==> src/rtl/gsb_pkg.sv <==
// gsb_pkg: shared constants and carrier types of the pin status bank
package gsb_pkg;

	// ------------------------------------------------------------
	// bus widths
	// ------------------------------------------------------------
	localparam int ADDR_W = 8;
	localparam int DATA_W = 8;
	localparam int PIN_N  = 16;
	localparam int GRP_N  = 4;

	// ------------------------------------------------------------
	// register offsets
	// ------------------------------------------------------------
	localparam logic [ADDR_W-1:0] CFG0_OFF    = 8'h08;
	localparam logic [ADDR_W-1:0] CFG1_OFF    = 8'h09;
	localparam logic [ADDR_W-1:0] CFG2_OFF    = 8'h0A;
	localparam logic [ADDR_W-1:0] CFG3_OFF    = 8'h0B;
	localparam logic [ADDR_W-1:0] STAT_LO_OFF = 8'h24;
	localparam logic [ADDR_W-1:0] STAT_HI_OFF = 8'h25;

	// ------------------------------------------------------------
	// reset values
	// ------------------------------------------------------------
	localparam logic [DATA_W-1:0] STAT_LO_RST = 8'h00;
	localparam logic [DATA_W-1:0] STAT_HI_RST = 8'h00;
	localparam logic [DATA_W-1:0] CFG_RST     = 8'h00;
	localparam logic [DATA_W-1:0] RD_IDLE     = 8'h00;

	// ------------------------------------------------------------
	// timing counts
	// ------------------------------------------------------------
	// cycles after reset before the filtered pin value can be trusted
	localparam int SYNC_FILL = 4;

	// ------------------------------------------------------------
	// config field positions: each byte covers four pins
	// ------------------------------------------------------------
	localparam int DIR_POS0 = 0;
	localparam int POL_POS0 = 1;
	localparam int DIR_POS1 = 2;
	localparam int POL_POS1 = 3;
	localparam int DIR_POS2 = 4;
	localparam int POL_POS2 = 5;
	localparam int DIR_POS3 = 6;
	localparam int POL_POS3 = 7;

	// ------------------------------------------------------------
	// carrier types
	// ------------------------------------------------------------
	typedef struct packed {
		logic              wr_en;
		logic              rd_en;
		logic [ADDR_W-1:0] addr;
		logic [DATA_W-1:0] wdata;
	} gsb_bus_req_t;

	typedef struct packed {
		logic [PIN_N-1:0] level;
		logic [PIN_N-1:0] oe;
	} gsb_pin_drv_t;

	// direction bits, one per pin, 1 = output
	function automatic logic [3:0] gsb_dir_of(input logic [DATA_W-1:0] b);
		return {b[DIR_POS3], b[DIR_POS2], b[DIR_POS1], b[DIR_POS0]};
	endfunction

	// polarity bits, one per pin, 1 = active high
	function automatic logic [3:0] gsb_pol_of(input logic [DATA_W-1:0] b);
		return {b[POL_POS3], b[POL_POS2], b[POL_POS1], b[POL_POS0]};
	endfunction

endpackage

==> src/rtl/gsb_top.sv <==
// gsb_top: sixteen-pin status and drive bank with its register port
//
// Functional notes
// - an input pin's status bit reads one while the pin sits at its asserted level.
// - writing one to an output pin's status bit drives that pin to its asserted level.
// - polarity of pins 0 to 3 comes from bits 1, 3, 5, 7 of the first pin config register.
// - polarity of pins 4 to 7 comes from bits 1, 3, 5, 7 of the second pin config register.
// - polarity of pins 8 to 11 comes from bits 1, 3, 5, 7 of the third pin config register.
// - polarity of pins 12 to 15 comes from bits 1, 3, 5, 7 of the fourth pin config register.
// - a status bit takes writes only while its pin is an output, otherwise writes are dropped.
// - pins 8 to 15 sit in bits 0 to 7 of the register at 25h, which resets to 00h.
// - pins 0 to 7 sit in bits 0 to 7 of a second status register, pin 7 in the top bit.
// - the register for pins 0 to 7 sits at 24h and resets to 00h.
//
// Local design decision: the address-and-strobe port.
`timescale 1ns/1ns
`default_nettype none

module gsb_top (
	// clock and reset
	input  wire logic                 clk,
	input  wire logic                 sys_rst,
	// register port
	input  wire gsb_pkg::gsb_bus_req_t bus_req,
	output logic [gsb_pkg::DATA_W-1:0] rd_data,
	// pins
	input  wire logic [gsb_pkg::PIN_N-1:0] pin_in,
	output logic      [gsb_pkg::PIN_N-1:0] pin_out,
	output logic      [gsb_pkg::PIN_N-1:0] pin_oe
);
	import gsb_pkg::*;

	// ------------------------------------------------------------
	// state
	// ------------------------------------------------------------
	typedef struct packed {
		logic [GRP_N-1:0][DATA_W-1:0] cfg;
		logic [PIN_N-1:0]             stat;
		logic [DATA_W-1:0]            rd_data;
		gsb_pin_drv_t                 drv;
		logic [SYNC_FILL-1:0]         warm;
	} gsb_st_t;

	gsb_st_t          st;
	gsb_st_t          next_st;
	logic [PIN_N-1:0] pin_val;
	logic [PIN_N-1:0] dir_vec;
	logic [PIN_N-1:0] pol_vec;
	logic [PIN_N-1:0] asserted;

	// ------------------------------------------------------------
	// input synchroniser
	// ------------------------------------------------------------
	gsb_pin_sync #(
		.W(PIN_N)
	) u_sync (
		.clk    (clk),
		.sys_rst(sys_rst),
		.pin_raw(pin_in),
		.pin_val(pin_val)
	);

	// ------------------------------------------------------------
	// config decode
	// ------------------------------------------------------------
	always_comb begin
		dir_vec = {gsb_dir_of(st.cfg[3]), gsb_dir_of(st.cfg[2]),
			gsb_dir_of(st.cfg[1]), gsb_dir_of(st.cfg[0])};
		pol_vec = {gsb_pol_of(st.cfg[3]), gsb_pol_of(st.cfg[2]),
			gsb_pol_of(st.cfg[1]), gsb_pol_of(st.cfg[0])};
		asserted = ~(pin_val ^ pol_vec);
	end

	// ------------------------------------------------------------
	// next state
	// ------------------------------------------------------------
	always_comb begin
		next_st = st;
		next_st.rd_data = RD_IDLE;

		// a freshly reset filter reads all-low, which active-low pins would
		// report as asserted; input bits keep their cleared value until it refills
		next_st.warm = {st.warm[SYNC_FILL-2:0], 1'b1};
		for (int i = 0; i < PIN_N; i++) begin
			if (!dir_vec[i] && st.warm[SYNC_FILL-1]) begin
				next_st.stat[i] = asserted[i];
			end
		end

		// writes land only on output bits; input bits keep the pin value
		if (bus_req.wr_en) begin
			unique case (bus_req.addr)
				CFG0_OFF: next_st.cfg[0] = bus_req.wdata;
				CFG1_OFF: next_st.cfg[1] = bus_req.wdata;
				CFG2_OFF: next_st.cfg[2] = bus_req.wdata;
				CFG3_OFF: next_st.cfg[3] = bus_req.wdata;
				STAT_LO_OFF: begin
					next_st.stat[7:0] = (next_st.stat[7:0] & ~dir_vec[7:0])
						| (bus_req.wdata & dir_vec[7:0]);
				end
				STAT_HI_OFF: begin
					next_st.stat[15:8] = (next_st.stat[15:8] & ~dir_vec[15:8])
						| (bus_req.wdata & dir_vec[15:8]);
				end
				default: ;
			endcase
		end

		// read data is valid in the following cycle only; holes read zero
		if (bus_req.rd_en) begin
			unique case (bus_req.addr)
				CFG0_OFF:    next_st.rd_data = st.cfg[0];
				CFG1_OFF:    next_st.rd_data = st.cfg[1];
				CFG2_OFF:    next_st.rd_data = st.cfg[2];
				CFG3_OFF:    next_st.rd_data = st.cfg[3];
				STAT_LO_OFF: next_st.rd_data = st.stat[7:0];
				STAT_HI_OFF: next_st.rd_data = st.stat[15:8];
				default:     next_st.rd_data = RD_IDLE;
			endcase
		end

		// pin drive lags the status bit by one cycle, keeping outputs on flops
		next_st.drv.oe = dir_vec;
		next_st.drv.level = ~(st.stat ^ pol_vec);
	end

	// ------------------------------------------------------------
	// registers
	// ------------------------------------------------------------
	always_ff @(posedge clk) begin
		if (sys_rst) begin
			st <= '0;
			st.stat <= {STAT_HI_RST, STAT_LO_RST};
			st.cfg <= {GRP_N{CFG_RST}};
			st.rd_data <= RD_IDLE;
		end else begin
			st <= next_st;
		end
	end

	assign rd_data = st.rd_data;
	assign pin_out = st.drv.level;
	assign pin_oe  = st.drv.oe;

	// ------------------------------------------------------------
	// checks
	// ------------------------------------------------------------
	a_input_status: assert property (@(posedge clk) disable iff (sys_rst)
		(!$past(sys_rst) && $past(st.warm[SYNC_FILL-1]))
		|-> ((st.stat ^ $past(asserted)) & ~$past(dir_vec)) == '0)
		else $error("input status bit does not follow asserted pin");

	a_warm_quiet: assert property (@(posedge clk) disable iff (sys_rst)
		(!$past(sys_rst) && !$past(st.warm[SYNC_FILL-1]))
		|-> ((st.stat ^ $past(st.stat)) & ~$past(dir_vec)) == '0)
		else $error("input status bit moved before the synchroniser refilled");

	a_output_level: assert property (@(posedge clk) disable iff (sys_rst)
		((pin_out ^ $past(st.stat) ^ $past(pol_vec)) | ~pin_oe) == '1)
		else $error("output pin level disagrees with status and polarity");

	a_oe_follow: assert property (@(posedge clk) disable iff (sys_rst)
		!$past(sys_rst) |-> pin_oe == $past(dir_vec))
		else $error("pin drive enable does not follow direction");

	a_pol_group_zero: assert property (@(posedge clk) disable iff (sys_rst)
		(bus_req.wr_en && bus_req.addr == CFG0_OFF) |-> ##2
		((pin_out[3:0] ^ $past(st.stat[3:0]) ^ gsb_pol_of($past(bus_req.wdata, 2))) | ~pin_oe[3:0]) == 4'hF)
		else $error("pins 0-3 polarity not taken from first config");

	a_pol_group_one: assert property (@(posedge clk) disable iff (sys_rst)
		(bus_req.wr_en && bus_req.addr == CFG1_OFF) |-> ##2
		((pin_out[7:4] ^ $past(st.stat[7:4]) ^ gsb_pol_of($past(bus_req.wdata, 2))) | ~pin_oe[7:4]) == 4'hF)
		else $error("pins 4-7 polarity not taken from second config");

	a_pol_group_two: assert property (@(posedge clk) disable iff (sys_rst)
		(bus_req.wr_en && bus_req.addr == CFG2_OFF) |-> ##2
		((pin_out[11:8] ^ $past(st.stat[11:8]) ^ gsb_pol_of($past(bus_req.wdata, 2))) | ~pin_oe[11:8]) == 4'hF)
		else $error("pins 8-11 polarity not taken from third config");

	a_pol_group_three: assert property (@(posedge clk) disable iff (sys_rst)
		(bus_req.wr_en && bus_req.addr == CFG3_OFF) |-> ##2
		((pin_out[15:12] ^ $past(st.stat[15:12]) ^ gsb_pol_of($past(bus_req.wdata, 2))) | ~pin_oe[15:12]) == 4'hF)
		else $error("pins 12-15 polarity not taken from fourth config");

	a_write_accept: assert property (@(posedge clk) disable iff (sys_rst)
		(bus_req.wr_en && bus_req.addr == STAT_LO_OFF) |=>
		((st.stat[7:0] ^ $past(bus_req.wdata)) & $past(dir_vec[7:0])) == 8'h00)
		else $error("write to output bit of low status not taken");

	a_write_high: assert property (@(posedge clk) disable iff (sys_rst)
		(bus_req.wr_en && bus_req.addr == STAT_HI_OFF) |=>
		((st.stat[15:8] ^ $past(bus_req.wdata)) & $past(dir_vec[15:8])) == 8'h00)
		else $error("write to output bit of high status not taken");

	a_output_hold: assert property (@(posedge clk) disable iff (sys_rst)
		(!$past(sys_rst) && !($past(bus_req.wr_en)
			&& ($past(bus_req.addr) == STAT_LO_OFF || $past(bus_req.addr) == STAT_HI_OFF)))
		|-> ((st.stat ^ $past(st.stat)) & $past(dir_vec)) == '0)
		else $error("output status bit changed without a write");

	a_read_high: assert property (@(posedge clk) disable iff (sys_rst)
		(bus_req.rd_en && bus_req.addr == STAT_HI_OFF) |=> rd_data == $past(st.stat[15:8]))
		else $error("read of 25h does not return pins 8-15");

	a_read_low: assert property (@(posedge clk) disable iff (sys_rst)
		(bus_req.rd_en && bus_req.addr == STAT_LO_OFF) |=> rd_data == $past(st.stat[7:0]))
		else $error("read of 24h does not return pins 0-7");

	a_read_idle: assert property (@(posedge clk) disable iff (sys_rst)
		!$past(bus_req.rd_en) |-> rd_data == RD_IDLE)
		else $error("read data present without a read");

	a_reset_clear: assert property (@(posedge clk)
		$past(sys_rst) |-> (st.stat == '0 && pin_oe == '0))
		else $error("status or drive not cleared by reset");

endmodule
`default_nettype wire

==> src/rtl/gsb_pin_sync.sv <==
// gsb_pin_sync: three-flop pin synchroniser with agreement filter
`timescale 1ns/1ns
`default_nettype none

module gsb_pin_sync #(
	parameter int W = 16
) (
	// clock and reset
	input  wire logic         clk,
	input  wire logic         sys_rst,
	// pins and result
	input  wire logic [W-1:0] pin_raw,
	output logic      [W-1:0] pin_val
);
	import gsb_pkg::*;

	typedef struct packed {
		logic [W-1:0] s1;
		logic [W-1:0] s2;
		logic [W-1:0] s3;
		logic [W-1:0] val;
	} gsb_sync_st_t;

	gsb_sync_st_t st;
	gsb_sync_st_t next_st;

	// s1 is read only by s2; a change counts once s2 and s3 agree
	always_comb begin
		next_st = st;
		next_st.s1 = pin_raw;
		next_st.s2 = st.s1;
		next_st.s3 = st.s2;
		for (int i = 0; i < W; i++) begin
			if (st.s2[i] == st.s3[i]) begin
				next_st.val[i] = st.s3[i];
			end
		end
	end

	always_ff @(posedge clk) begin
		if (sys_rst) begin
			st <= '0;
		end else begin
			st <= next_st;
		end
	end

	assign pin_val = st.val;

	a_sync_agree: assert property (@(posedge clk) disable iff (sys_rst)
		(!$past(sys_rst) && st.val != $past(st.val))
		|-> ((((st.val ^ $past(st.val)) & ($past(st.s2) ^ $past(st.s3))) == '0)
			&& (((st.val ^ $past(st.s3)) & (st.val ^ $past(st.val))) == '0)))
		else $error("filtered pin changed without stage agreement");

endmodule
`default_nettype wire

==> config.mk <==
export PLATFORM = sky130hd
export DESIGN_NAME = gsb_top
export DESIGN_NICKNAME = d
export VERILOG_FILES = /design/src/rtl/gsb_pkg.sv /design/src/rtl/gsb_top.sv /design/src/rtl/gsb_pin_sync.sv
export SDC_FILE = /design/constraint.sdc
export NUM_CORES = 1
export LEC_CHECK = 0
export BUFFER_PORTS_ARGS = -buffer_cell sky130_fd_sc_hd__buf_2
export CORE_MARGIN = 1
export CORE_UTILIZATION = 35
export DETAILED_ROUTE_END_ITERATION = 8
export HOLD_SLACK_MARGIN = 0.05
export PLACE_DENSITY_LB_ADDON = 0.1
export REMOVE_ABC_BUFFERS = 1
export SLEW_MARGIN = 20
export SYNTH_ARGS = -nofsm -noshare
export SYNTH_HDL_FRONTEND = slang
export SYNTH_SLANG_ARGS = --single-unit
==> constraint.sdc <==
create_clock -name clk -period 1.7 [get_ports clk]
set_clock_uncertainty 0.15 [all_clocks]
set_input_delay 0.255 -clock clk [delete_from_list [all_inputs] [get_ports clk]]
set_output_delay 0.255 -clock clk [all_outputs]
set_load 0.005 [all_outputs]
==> results.cfg <==
[floorplan]
fp.dieW_um = 134
die_area_um2 = 17900
die_h_um = 134
start_util_pct = 36.2
io_pins = 76
rows = 47
coreArea_um2 = 16800

[placement]
place_area_um2 = 6650
dp_hpwl_um = 9770
numPortBuffers = 75
gp_congestion = 0.809

[synth]
synthArstFlopShare_pct = 0
yosysTopAreaCellShare_pct = 51.3
synthTopCellsByArea = dfxtp_1, nor2b_1, mux2i_1
yosys_warnings = 0
synth.distinct_cells = 39
synthesis.area_um2 = 6090
synth_edf_count = 0
synth.most_common_cell = dfxtp_1
yosys.area.top_type = dfxtp_1
syn_area_per_cell_um2 = 10.4
synth-main-ff-cell = dfxtp_1
ys_seq_area_share_pct = 51.3
syn_inst = 587
yosys-top-cells-count = dfxtp_1, nor2b_1, nor2_1
ys_ff_latch = 156

[worst_setup_path]
worst_path_max_delay_cell = or3_4
cp_max_fo = 11
worstPathRequired_ns = 1.86
path_class = in2reg
crit_arrival_ns = 1.70
cp_cell_sequence = buf_2 > or3_4 > nor4_4 > buf_4 > a21oi_1 > a311oi_1
startpoint_type = primary input
max_stage_delay_ns = 0.44
end_kind = flip-flop

[detailed_routing]
ant_nets = 0
drc = 0
vias = 4155
drtPass1Iterations = 4
wl_um = 13900
avgViaCountPerCell = 4.54
wl_per_cell_um = 15.1
first_iter_violations = 225

[sta]
tightest_slew_ns = 0.556
slew_headroom_pct = 62.9
fin_crit_ns = 1.54
setup-violations-final = 0
hold_ws_ns = 0.109
drv_slew = 0
fin_crit_sh_pct = 90.6
max_freq_mhz = 649
grt_setup_unrepaired = false
tns_ns = 0
hold_viol_final = 0

[global_route]
grt_pass1_wl_um = 22400
grt_pass1_vias = 4111
grt.overflow.total = 0
grt_max_degree = 130
track_usage_pct = 16.6
antenna_found_initial = 0

[cells_and_area]
seq_area_um2 = 3120
n_fill_cell = 1649
area_delta_synth_final_pct = 22.2
multi_input_area_um2 = 2480
stdcell_area_um2 = 7450
drive_gt1_share_pct = 26.2
nets = 718
n_antenna_cell = 0

[clocking]
cts_inserted_buffers = 17
cts_sinks = 156
clkTransAtPathRegs_ns = 0.06
cts_tree = yes
htree_num_levels = 4
cts_setup_buffers = 0
cts.repair.resized = 0
cts_buffer_depth = 2
root_buffer = clkbuf_16
clk_latency_ns = 0.42

[worst_hold_path]
hold_path_class = in2reg

[status]
outcome = finished, final reports clean

[power_and_ir_drop]
power_density_nw_per_um2 = 1040
leakagePower_uw = 0.00322
peakVddDrop_mv = 0.666

[flow_run]
drv_cap = 0
==> metal layers <==
metal | up-vias | wire [µm] | part of all wire (%) | GRT usage, %
met3 | 12 | 580 | 4.2 | 4.46
met2 | 83 | 6130 | 44 | 25.1
met1 | 1936 | 6990 | 50 | 22.8
met4 | 0 | 148 | 1.1 | 5.24
li1 | 2124 | - | - | -
met5 | - | 0 | 0 | 0
==> registers in the layout, indices dropped and copies added, names as in the netlist <==
signal,flops
dir_vec,16
next_st,3
pin_oe,16
pin_out,16
pol_vec,16
rd_data,8
st,17
u_sync.next_st,32
u_sync.pin_val,16
u_sync.st,16
==> cell type report <==
| type | instances | area share, % |
|---|---|---|
| Timing Repair Buffer | 141 | 13.0 |
| Sequential cell | 156 | 41.9 |
| Inverter | 10 | 0.504 |
| Clock inverter | 9 | 1.19 |
| Multi-Input combinational cell | 356 | 33.4 |
| Clock buffer | 23 | 6.28 |
| Tap cell | 220 | 3.70 |
==> kinds of logic after synthesis <==
logic type	synth area share (%)
multiplexers	11.1
AO/OA/AOI/OAI	8.40
AND/OR/NAND/NOR	16.7
buffers and inverters	7.97
flip-flops	51.3
XOR/XNOR	4.60
==> through the flow <==
stage	util [%]	instances	power, µW	worst slack, ns
floorplan	-	522	4010	-0.215
global placement	39.5	859	4230	-0.181
detailed placement	39.5	859	4240	-0.253
CTS	44.3	915	7880	0.183
global route	44.3	915	8110	0.0625
finish	44.3	915	7780	0.159
==> cell usage in the layout (no fill, tap or decap), types with 5 or more instances in the layout <==
cell type	Yosys	routed
dfxtp_1	156	156
clkbuf_16	0	17
o21ai_0	16	16
buf_4	41	40
a21oi_1	31	31
mux4_2	5	5
xor2_1	16	16
nor2b_1	84	84
dlygate4sd3_1	0	24
xnor2_1	16	16
mux2i_1	35	35
nand2_1	29	29
a22oi_1	6	6
buf_2	2	74
nor2_1	50	50
mux2_2	19	19
inv_1	10	10
a311oi_1	14	14
clkinvlp_4	0	6
==> timing repair <==
action	in CTS	in global routing
hold buffers	24	0
setup endpoints to repair	0	0
hold endpoints to repair	56	0
==> power breakdown <==
group	total (µW)	switching, µW	internal, µW
Combinational	406	201	206
Clock	3580	1490	2090
Sequential	3790	38.4	3750
==> path summary, 6_finish.rpt <==
check	start	to	slack [ns]	depth (start not counted)
max	bus_req[12]	st[59]	0.16	6
min	bus_req[16]	rd_data[6]	0.11	3
min reg2reg	u_sync.next_st[38]	u_sync.next_st[22]	0.28	1
max reg2reg	st[3]	st[49]	0.19	5
==> worst max-delay path, delay by kind of cell <==
| family | cells | cell delay, ns |
|---|---|---|
| buf+inv | 2 | 0.34 |
| compound gates | 2 | 0.38 |
| simple gates | 2 | 0.72 |
Power figures use the tool's default switching activity.
